File: config.mk
export PLATFORM = sky130hd
export DESIGN_NAME = aof_formatter
export DESIGN_NICKNAME = d
export VERILOG_FILES = /design/src/aof_pkg.sv /design/src/aof_formatter.sv
export SDC_FILE = /design/constraint.sdc
export NUM_CORES = 1
export LEC_CHECK = 0
export BUFFER_PORTS_ARGS = -buffer_cell sky130_fd_sc_hd__buf_2
export CORE_AREA = 2 2 182 184
export DETAILED_ROUTE_END_ITERATION = 12
export DIE_AREA = 0 0 184 186
export GPL_TIMING_DRIVEN = 0
export SLEW_MARGIN = 25
export SYNTH_ARGS = -nofsm -noshare
export SYNTH_HDL_FRONTEND = slang
export SYNTH_HIERARCHICAL = 1
export SYNTH_SLANG_ARGS = --single-unit
File: constraint.sdc
create_clock -name clk -period 5.54 [get_ports clk]
set_input_delay 0.277 -clock clk [delete_from_list [all_inputs] [get_ports clk]]
set_output_delay 0.277 -clock clk [all_outputs]
set_load 0.02 [all_outputs]
File: src/aof_pkg.sv
// package for the conversion output frame formatter: register map, fields, types
package aof_pkg;
  localparam int                 RES_W          = 12;
  localparam int                 FRAME_W        = 32;
  localparam int                 LEN_W          = 6;
  localparam logic [7:0]         OFS_OUT_CTL    = 8'h10;
  localparam logic [7:0]         OFS_RANGE      = 8'h14;
  localparam logic [7:0]         OFS_FLAGS      = 8'h18;
  localparam logic [31:0]        OUT_CTL_MASK   = 32'h0000_7D0F;
  localparam logic [31:0]        RANGE_MASK     = 32'h0000_004F;
  localparam logic [31:0]        OUT_CTL_RESET  = 32'h0000_0000;
  localparam logic [31:0]        RANGE_RESET    = 32'h0000_0000;
  localparam int                 B_DEV_ID       = 14;
  localparam int                 B_SUPPLY_LO    = 12;
  localparam int                 B_INPUT_LO     = 10;
  localparam int                 B_SPAN         = 8;
  localparam int                 B_PARITY       = 3;
  localparam int                 B_VREF_OFF     = 6;
  localparam logic [RES_W-1:0]   PAT_ALT1       = 12'h555;
  localparam logic [RES_W-1:0]   PAT_ALT2       = 12'h333;
  localparam logic [3:0]         DEV_ID_DEFAULT = 4'h5; // arbitrary value

  typedef enum logic [2:0] {
    AOF_PAT_ZERO = 3'b100,
    AOF_PAT_ONES = 3'b101,
    AOF_PAT_ALT1 = 3'b110,
    AOF_PAT_ALT2 = 3'b111
  } aof_pat_type;

  // active alarm flags coming from the threshold logic
  typedef struct packed {
    logic supply_hi;
    logic supply_lo;
    logic input_hi;
    logic input_lo;
  } aof_flags_type;

  // one built frame: msb-aligned bits and count of valid bits
  typedef struct packed {
    logic [FRAME_W-1:0] bits;
    logic [LEN_W-1:0]   len;
  } aof_frame_type;
endpackage

File: src/aof_formatter.sv
// frame formatter with wishbone register slave
`timescale 1ns/100ps
module aof_formatter
  import aof_pkg::*;
#(
  parameter logic [3:0] DEV_ID = DEV_ID_DEFAULT
) (
  input  wire logic              clk,
  input  wire logic              reset,
  input  wire logic              wb_cyc_i,
  input  wire logic              wb_stb_i,
  input  wire logic              wb_we_i,
  input  wire logic [7:0]        wb_adr_i,
  input  wire logic [3:0]        wb_sel_i,
  input  wire logic [31:0]       wb_dat_i,
  output logic      [31:0]       wb_dat_o,
  output logic                   wb_ack_o,
  input  wire logic              conv_valid,
  input  wire logic [RES_W-1:0]  conv_result,
  input  wire aof_flags_type     alarm_flags,
  output aof_frame_type          frame,
  output logic                   frame_valid,
  output logic [3:0]             range_sel,
  output logic                   onchip_vref_off
);
  logic [31:0]      out_ctl;
  logic [31:0]      range_reg;
  logic             req;
  // write strobes for the two writable registers, before byte-lane gating
  logic             ctl_wr;
  logic             rng_wr;
  logic [31:0]      next_rd;
  aof_frame_type    next_frame;
  logic [RES_W-1:0] result_word;

  // a request is taken once; the ack cycle itself is not a new request
  assign req    = wb_cyc_i && wb_stb_i && !wb_ack_o;
  assign ctl_wr = req && wb_we_i && (wb_adr_i == OFS_OUT_CTL);
  assign rng_wr = req && wb_we_i && (wb_adr_i == OFS_RANGE);

  // one-cycle ack, dropped the cycle after
  always_ff @(posedge clk or posedge reset) begin
    if (reset) begin
      wb_ack_o <= 1'b0;
    end else begin
      wb_ack_o <= req;
    end
  end

  // output control lane 0: parity enable and pattern select
  aof_lane_reg #(
    .MASK      (OUT_CTL_MASK[7:0]),
    .RESET_VAL (OUT_CTL_RESET[7:0])
  ) ctl_lane0_i (
    .clk     (clk),
    .reset   (reset),
    .wr_en   (ctl_wr && wb_sel_i[0]),
    .wr_data (wb_dat_i[7:0]),
    .q       (out_ctl[7:0])
  );

  // output control lane 1: append enables and flag selects
  aof_lane_reg #(
    .MASK      (OUT_CTL_MASK[15:8]),
    .RESET_VAL (OUT_CTL_RESET[15:8])
  ) ctl_lane1_i (
    .clk     (clk),
    .reset   (reset),
    .wr_en   (ctl_wr && wb_sel_i[1]),
    .wr_data (wb_dat_i[15:8]),
    .q       (out_ctl[15:8])
  );

  // output control lane 2: reserved, always reads zero
  aof_lane_reg #(
    .MASK      (OUT_CTL_MASK[23:16]),
    .RESET_VAL (OUT_CTL_RESET[23:16])
  ) ctl_lane2_i (
    .clk     (clk),
    .reset   (reset),
    .wr_en   (ctl_wr && wb_sel_i[2]),
    .wr_data (wb_dat_i[23:16]),
    .q       (out_ctl[23:16])
  );

  // output control lane 3: reserved, always reads zero
  aof_lane_reg #(
    .MASK      (OUT_CTL_MASK[31:24]),
    .RESET_VAL (OUT_CTL_RESET[31:24])
  ) ctl_lane3_i (
    .clk     (clk),
    .reset   (reset),
    .wr_en   (ctl_wr && wb_sel_i[3]),
    .wr_data (wb_dat_i[31:24]),
    .q       (out_ctl[31:24])
  );

  // range lane 0: range code and reference off; all codes stored as written
  aof_lane_reg #(
    .MASK      (RANGE_MASK[7:0]),
    .RESET_VAL (RANGE_RESET[7:0])
  ) rng_lane0_i (
    .clk     (clk),
    .reset   (reset),
    .wr_en   (rng_wr && wb_sel_i[0]),
    .wr_data (wb_dat_i[7:0]),
    .q       (range_reg[7:0])
  );

  // range lane 1: reserved
  aof_lane_reg #(
    .MASK      (RANGE_MASK[15:8]),
    .RESET_VAL (RANGE_RESET[15:8])
  ) rng_lane1_i (
    .clk     (clk),
    .reset   (reset),
    .wr_en   (rng_wr && wb_sel_i[1]),
    .wr_data (wb_dat_i[15:8]),
    .q       (range_reg[15:8])
  );

  // range lane 2: reserved
  aof_lane_reg #(
    .MASK      (RANGE_MASK[23:16]),
    .RESET_VAL (RANGE_RESET[23:16])
  ) rng_lane2_i (
    .clk     (clk),
    .reset   (reset),
    .wr_en   (rng_wr && wb_sel_i[2]),
    .wr_data (wb_dat_i[23:16]),
    .q       (range_reg[23:16])
  );

  // range lane 3: reserved
  aof_lane_reg #(
    .MASK      (RANGE_MASK[31:24]),
    .RESET_VAL (RANGE_RESET[31:24])
  ) rng_lane3_i (
    .clk     (clk),
    .reset   (reset),
    .wr_en   (rng_wr && wb_sel_i[3]),
    .wr_data (wb_dat_i[31:24]),
    .q       (range_reg[31:24])
  );

  assign range_sel       = range_reg[3:0];
  assign onchip_vref_off = range_reg[B_VREF_OFF];

  // read mux; unmapped addresses read zero and still ack
  always_comb begin
    if (wb_adr_i == OFS_OUT_CTL) begin
      next_rd = out_ctl;
    end else if (wb_adr_i == OFS_RANGE) begin
      next_rd = range_reg;
    end else if (wb_adr_i == OFS_FLAGS) begin
      next_rd = {26'h0, frame_valid, alarm_flags, 1'b0};
    end else begin
      next_rd = 32'h0000_0000;
    end
  end

  // read data register
  always_ff @(posedge clk or posedge reset) begin
    if (reset) begin
      wb_dat_o <= 32'h0000_0000;
    end else if (req && !wb_we_i) begin
      wb_dat_o <= next_rd;
    end
  end

  // result word: conversion data or a test pattern
  always_comb begin
    if (!out_ctl[2]) begin
      result_word = conv_result;
    end else begin
      case (aof_pat_type'(out_ctl[2:0]))
        AOF_PAT_ZERO: result_word = '0;
        AOF_PAT_ONES: result_word = '1;
        AOF_PAT_ALT1: result_word = PAT_ALT1;
        default:      result_word = PAT_ALT2;
      endcase
    end
  end

  // frame assembly, appending enabled fields in fixed order
  always_comb begin
    logic [FRAME_W-1:0] acc;
    logic [LEN_W-1:0]   n;
    logic               p_res;
    logic               p_all;
    acc   = '0;
    n     = LEN_W'(RES_W);
    acc   = FRAME_W'(result_word);
    p_res = ^result_word;
    p_all = p_res;
    // device id nibble comes first after the result
    if (out_ctl[B_DEV_ID]) begin
      acc   = {acc[FRAME_W-5:0], DEV_ID};
      n     = n + LEN_W'(4);
      p_all = p_all ^ (^DEV_ID);
    end
    // supply flags: high flag before low flag
    if (out_ctl[B_SUPPLY_LO]) begin
      acc   = {acc[FRAME_W-2:0], alarm_flags.supply_hi};
      n     = n + LEN_W'(1);
      p_all = p_all ^ alarm_flags.supply_hi;
    end
    if (out_ctl[B_SUPPLY_LO+1]) begin
      acc   = {acc[FRAME_W-2:0], alarm_flags.supply_lo};
      n     = n + LEN_W'(1);
      p_all = p_all ^ alarm_flags.supply_lo;
    end
    // input flags: high flag before low flag
    if (out_ctl[B_INPUT_LO]) begin
      acc   = {acc[FRAME_W-2:0], alarm_flags.input_hi};
      n     = n + LEN_W'(1);
      p_all = p_all ^ alarm_flags.input_hi;
    end
    if (out_ctl[B_INPUT_LO+1]) begin
      acc   = {acc[FRAME_W-2:0], alarm_flags.input_lo};
      n     = n + LEN_W'(1);
      p_all = p_all ^ alarm_flags.input_lo;
    end
    // range code nibble, as stored in the range register
    if (out_ctl[B_SPAN]) begin
      acc   = {acc[FRAME_W-5:0], range_reg[3:0]};
      n     = n + LEN_W'(4);
      p_all = p_all ^ (^range_reg[3:0]);
    end
    // parity pair last; frame parity covers the result and every appended field
    if (out_ctl[B_PARITY]) begin
      acc = {acc[FRAME_W-3:0], p_res, p_all};
      n   = n + LEN_W'(2);
    end
    next_frame.bits = acc << (LEN_W'(FRAME_W) - n); // msb-align first bit out
    next_frame.len  = n;
  end

  // frame captured on each conversion strobe
  always_ff @(posedge clk or posedge reset) begin
    if (reset) begin
      frame       <= '0;
      frame_valid <= 1'b0;
    end else begin
      frame_valid <= conv_valid;
      if (conv_valid) begin
        frame <= next_frame;
      end
    end
  end
endmodule

// one byte lane of a control register
// reserved bits are masked on every write, so they can never read back
// as one, whatever software puts on the bus
module aof_lane_reg
  import aof_pkg::*;
#(
  parameter logic [7:0] MASK      = 8'hFF,
  parameter logic [7:0] RESET_VAL = 8'h00
) (
  input  wire logic       clk,
  input  wire logic       reset,
  input  wire logic       wr_en,
  input  wire logic [7:0] wr_data,
  output logic      [7:0] q
);
  // write on the taken edge, masked bits held at zero
  always_ff @(posedge clk or posedge reset) begin
    if (reset) begin
      q <= RESET_VAL & MASK;
    end else if (wr_en) begin
      q <= wr_data & MASK;
    end
  end
endmodule

# [After elaboration in Yosys (flattened, before gate mapping)]
# Index checks and enable logic that the tools add are counted.
[word_totals] input_bits=66 elab_cells=64 regBits=87
[op_classes] n_shift=1 n_mux=24 bitwise_logic=5 n_addsub=7 reduce_logical=13 n_eq_ne=6
[ops] operator="$mux W32" n=7
[ops] operator="$mux W6" n=7
[ops] operator="$pmux W12 S3" n=1
[ops] operator="$shl A32 B6 Y32" n=1
[ops] operator="$add A6 B1 Y6 const B" n=4
[ops] operator="$eq A8 B5 Y1 const B" n=3
[ops] operator="$mux W16" n=1
[ops] operator="$mux W12" n=1
[ops] operator="$reduce_xor A12 Y1" n=1
[ops] operator="$eq A3 B3 Y1 const B" n=3
[ops] operator="$logic_and A1 B1 Y1" n=9
[ops] operator="$mux W7" n=1
[ops] operator="$add A6 B2 Y6 const B" n=1
[ops] operator="$add A6 B3 Y6 const B" n=1
[ops] operator="$sub A6 B6 Y6 const A" n=1
[ops] operator="$mux W1" n=5
[ops] operator="$mux W5" n=1
[ops] operator="$xor A1 B1 Y1" n=5
[ops] operator="$reduce_xor A4 Y1" n=1
[ops] operator="$logic_not A1 Y1" n=2

# [Longest topological paths before layout]
[logic_depth] word_depth=16 ltp_mapped=24 mapped_depth_nobuf=19

# [Modules after synthesis]
# Netlist, hierarchy kept.
[modules_own_cells] module="aof_formatter" cells_each=1134 area_each_um2=8609.5 seq_area_each_um2=1801.7 n_inst=1
[modules_own_cells] module="aof_lane_reg at ctl_lane2_i ..." cells_each=9 area_each_um2=63.8 seq_area_each_um2=0.0 n_inst=5
[modules_own_cells] module="aof_lane_reg at ctl_lane1_i" cells_each=17 area_each_um2=274.0 seq_area_each_um2=150.1 n_inst=1
[modules_own_cells] module="aof_lane_reg at rng_lane0_i" cells_each=15 area_each_um2=211.5 seq_area_each_um2=125.1 n_inst=1
[modules_own_cells] module="aof_lane_reg at ctl_lane0_i" cells_each=14 area_each_um2=182.7 seq_area_each_um2=100.1 n_inst=1

# [Worst setup path before layout]
# No wires, ideal clock.
[synth_path] path_kind="reg2reg" from="register ctl_lane1_i.q[5]" to="register frame[30] (netlist name)" required_ps=5414 n_path_buf=5 path_stages_with_launch=22 arrival_ps=5051 synth_period_minus_slack_ps=5177 path_slack_ps=363 cell_sequence="dfrtp_1 buf_2 buf_2 inv_1 buf_2 ha_1 buf_2 nand2_1 ha_1 nor4b_1 o21a_1 xnor2_1 ha_1 a221oi_2 xnor2_1 and3_1 xor2_2 or3_1 clkbuf_1 nor2_1 a221o_1 a221o_1"
[synth_via] elab_chain_cells=11 word_cells_on_any_way=23 cone_classes="add/sub (5); shift (1); mux (14); bitwise (3)"
[synth_rtl] item="from (decl)" line_no="aof_formatter.sv:266" text="output logic [7:0] q"
[synth_rtl] item="from (signal assigned)" line_no="aof_formatter.sv:271" text="q <= RESET_VAL & MASK;"
[synth_rtl] item="from (signal assigned)" line_no="aof_formatter.sv:273" text="q <= wr_data & MASK;"
[synth_rtl] item="$mux W6" line_no="aof_formatter.sv:208" text="if (out_ctl[B_SUPPLY_LO+1]) begin"
[synth_rtl] item="$add A6 B1 Y6" line_no="aof_formatter.sv:216" text="n = n + LEN_W'(1);"
[synth_rtl] item="$mux W6" line_no="aof_formatter.sv:214" text="if (out_ctl[B_INPUT_LO]) begin"
[synth_rtl] item="$add A6 B1 Y6" line_no="aof_formatter.sv:221" text="n = n + LEN_W'(1);"
[synth_rtl] item="$mux W6" line_no="aof_formatter.sv:219" text="if (out_ctl[B_INPUT_LO+1]) begin"
[synth_rtl] item="$add A6 B3 Y6" line_no="aof_formatter.sv:227" text="n = n + LEN_W'(4);"
[synth_rtl] item="$mux W6" line_no="aof_formatter.sv:225" text="if (out_ctl[B_SPAN]) begin"
[synth_rtl] item="$add A6 B2 Y6" line_no="aof_formatter.sv:233" text="n = n + LEN_W'(2);"
[synth_rtl] item="$mux W6" line_no="aof_formatter.sv:231" text="if (out_ctl[B_PARITY]) begin"
[synth_rtl] item="$sub A6 B6 Y6" line_no="aof_formatter.sv:235" text="next_frame.bits = acc << (LEN_W'(FRAME_W) - n);"
[synth_rtl] item="$shl A32 B6 Y32 *" line_no="aof_formatter.sv:235"
[synth_rtl] item="to (signal assigned)" line_no="aof_formatter.sv:247" text="frame <= next_frame;"
[synth_rtl] item="to (decl)" line_no="aof_formatter.sv:21" text="output aof_frame_type frame,"
# Every way passes the cells marked *; elsewhere a longest branch is shown, timed or not.
# A chain may end at the register's enable or synchronous reset.

# [Worst setup path in the final report]
[layout_path] from="register ctl_lane1_i.q[4]" to="register frame[35] (netlist name)"
[layout_via] elab_chain_cells=13 word_cells_on_any_way=28 cone_classes="add/sub (6); shift (1); mux (17); bitwise (4)"
[layout_rtl] item="$mux W6" line_no="aof_formatter.sv:203" text="if (out_ctl[B_SUPPLY_LO]) begin"
[layout_rtl] item="$add A6 B1 Y6" line_no="aof_formatter.sv:210" text="n = n + LEN_W'(1);"
[layout_rtl] item="$mux W6" line_no="aof_formatter.sv:208"
[layout_rtl] item="$add A6 B1 Y6" line_no="aof_formatter.sv:216"
[layout_rtl] item="$mux W6" line_no="aof_formatter.sv:214"
[layout_rtl] item="$add A6 B1 Y6" line_no="aof_formatter.sv:221"
[layout_rtl] item="$mux W6" line_no="aof_formatter.sv:219"
[layout_rtl] item="$add A6 B3 Y6" line_no="aof_formatter.sv:227"
[layout_rtl] item="$mux W6" line_no="aof_formatter.sv:225"
[layout_rtl] item="$add A6 B2 Y6" line_no="aof_formatter.sv:233"
[layout_rtl] item="$mux W6" line_no="aof_formatter.sv:231"
[layout_rtl] item="$sub A6 B6 Y6" line_no="aof_formatter.sv:235"
[layout_rtl] item="$shl A32 B6 Y32 *" line_no="aof_formatter.sv:235"
# Marked as above.

==> results_dict.tcl <==
set metrics [dict create \
    dp_worst_setup_slack_ns -0.982 \
    detail_route.drc_violations 0 \
    design.core.area_mm2 0.0322 \
    fmax_mhz 191 \
    grt.total_usage_pct 23.1 \
    detail_route.first_pass.iterations 7 \
    via_per_instance_ratio 5.92 \
    slew_headroom_pct 33.0 \
    drive_above_1_share_pct 22.9 \
    timing.final.crit_share_pct 94.4 \
    power.share.combinational_pct 25.0 \
    cp.required_ns 5.76 \
    dpl_cell_area_mm2 0.0109 \
    intPower_w 0.00119 \
    insertedDiodeCount 0 \
    worst_hold_path_type "in2reg" \
    first_global_vias 10400 \
    slew_violations 0 \
    number_of_violations_of_the_max_capacitance_limit 0 \
    leading_cell_types_in_the_layout_fill_and_taps_excluded "sky130_fd_sc_hd__buf_2 (142), sky130_fd_sc_hd__nand2_1 (128), sky130_fd_sc_hd__nor2_1 (96)" \
    clock_power_share_pct 36.8 \
    finalSetupViolations 0 \
    row_count 66 \
    timing.final.crit_period_ns 5.23 \
    synthesis.area_per_instance_um2 7.84 \
    drtIter0Drc 874 \
    chipWidth_um 184 \
    skew_ns 0.0116 \
    dieArea_mm2 0.0342 \
    power.share.sequential_pct 38.3 \
    crit_arrival_ns 5.45 \
    routed-via-count 10700 \
    layout.cells.most_common "sky130_fd_sc_hd__buf_2" \
    routed_wl_um 39400 \
    antenna_found_initial 0 \
    number_of_buffers_added_on_ports 118 \
    area_growth_pct 19.0 \
    startpoint_type "register" \
    postLayoutCellArea_mm2 0.0114 \
    grt_max_degree 52 \
    globalRouteOverflowTotal 0 \
    timing_hold_violations_final 0 \
    clkLatencyLatePin_ns 0.37 \
    switching_power_w 0.000564 \
    tritoncts.num_buffers 9 \
    setup_slack_ns 0.310 \
    swShare_pct 32.1 \
    clock_slew_seen_by_the_registers_of_the_worst_setup_and_hold_paths_ns 0.07 \
    floorplan.io_pins 143 \
    initial_utilization_pct 29.7 \
    dp_hpwl_um 30700 \
    outcome "finished clean" \
    design.final.nets 1467 \
    p_leak_nw 4.90 \
    cts_buffer_depth 2 \
    wire_length_of_the_first_global_routing_pass_um 61500 \
    ant_nets 0 \
    worstSetupPathType "reg2reg" \
    cp_max_fo 10 \
    pwr_density_cell_mw_per_mm2 154 \
    cts_root_buf "sky130_fd_sc_hd__clkbuf_16" \
    gp_congestion 0.962 \
    max_slew.worst_pin.slew_ns 0.979 \
    cts.htree.levels 3 \
    post_synth_design_cell_area_mm2 0.00957 \
    wl_per_cell_um 21.8 \
    layout.core_utilization_pct 35.3 \
    fillers 3430 \
    fin_total_pwr_w 0.00176 \
    fp.dieH_um 186 \
    synth.yosys.warnings 6 \
    cts_sinks 87 \
    cts_tree "done" \
    power.ir.vdd_worst_mv 0.155 \
    post_synth_inst_count 1220 \
    cp_capture_type "register" \
]
==> power groups by stage <==
stage	clock, W	sequential (W)	combinational (W)
3_3_place_gp	0	0.000684	0.000422
6_report	0.000646	0.000673	0.000439
5_1_grt	0.000685	0.000675	0.000477
4_1_cts	0.000662	0.000673	0.000429
3_5_place_dp	0	0.000684	0.000424
2_1_floorplan	0	0.000708	0.000261
==> critical path, stage by stage (launching register included) <==
cell and delay (ns):
sky130_fd_sc_hd__dfrtp_1 0.48, sky130_fd_sc_hd__inv_1 0.11, sky130_fd_sc_hd__clkbuf_1 0.44, sky130_fd_sc_hd__ha_1 0.37, sky130_fd_sc_hd__buf_4 0.22, sky130_fd_sc_hd__xnor2_4 0.24
sky130_fd_sc_hd__inv_2 0.15, sky130_fd_sc_hd__ha_1 0.23, sky130_fd_sc_hd__nand2_1 0.18, sky130_fd_sc_hd__xnor3_2 0.44, sky130_fd_sc_hd__inv_1 0.11, sky130_fd_sc_hd__ha_1 0.23
sky130_fd_sc_hd__nand2_1 0.08, sky130_fd_sc_hd__o21ai_0 0.21, sky130_fd_sc_hd__nor3_2 0.23, sky130_fd_sc_hd__buf_4 0.19, sky130_fd_sc_hd__xor2_4 0.25, sky130_fd_sc_hd__clkbuf_4 0.27
sky130_fd_sc_hd__buf_2 0.27, sky130_fd_sc_hd__nand3_1 0.10, sky130_fd_sc_hd__nand3_1 0.16, sky130_fd_sc_hd__o221ai_1 0.13
==> per-stage QoR <==
stage | TNS [ns] | cells | hold WS (ns)
finish | 0 | 1807 | 0.0563
global route | -0.00950 | 1807 | 0.0476
CTS | 0 | 1807 | 0.0357
detailed placement | -22.36 | 1788 | 0.242
global placement | -21.33 | 1787 | 0.212
floorplan | 0 | 1261 | 0.0431
==> final timing paths <==
kind / from / end / slack [ns] / cells past startpoint
worst max-delay path: ctl_lane1_i/q[4] / frame[35] / 0.31 / 21
worst min register to register: wb_dat_o[19] / wb_dat_o[19] / 0.47 / 2
worst min-delay path: conv_valid / frame_valid / 0.06 / 1
max in group asynchronous: reset / frame[9] / 4.49 / 4
worst max register to register: ctl_lane1_i/q[4] / frame[35] / 0.31 / 21
min in group asynchronous: reset / ctl_lane0_i/q[1] / 0.42 / 3
==> layout make-up <==
class	count	area, µm²	area share, %
plain buffers	140	816	7.17
clock buffers	11	253	2.22
clock inverters	5	56.3	0.495
inverters	27	104	0.912
multi-input cells	1004	6800	59.7
flip-flops and latches	87	2180	19.1
well taps	408	510	4.48
repair buffers	125	666	5.85
==> timing repair <==
action	CTS	global route
pin swaps	4	0
setup endpoints to repair	32	28
resized for setup	22	18
buffers inserted	4	1
endpoints found under the hold margin	36	0
cloned	0	0
hold buffers	1	0
==> registers in the layout, indices dropped and copies added (netlist names) <==
name / cells
frame: 38
wb_dat_o: 32
ctl_lane1_i/q: 6
rng_lane0_i/q: 5
ctl_lane0_i/q: 4
frame_valid: 1
wb_ack_o: 1
==> metal layers <==
metal / vias up / global-route usage, % / part of all wire (%) / routed length [µm]
met5: - / 0 / 0 / 0
met4: 0 / 9.31 / 3.2 / 1280
met3: 102 / 3.99 / 6.8 / 2700
met2: 523 / 38.7 / 48 / 18800
met1: 5199 / 29.5 / 42 / 16600
li1: 4876 / - / - / -
Power figures use the tool's default switching activity.
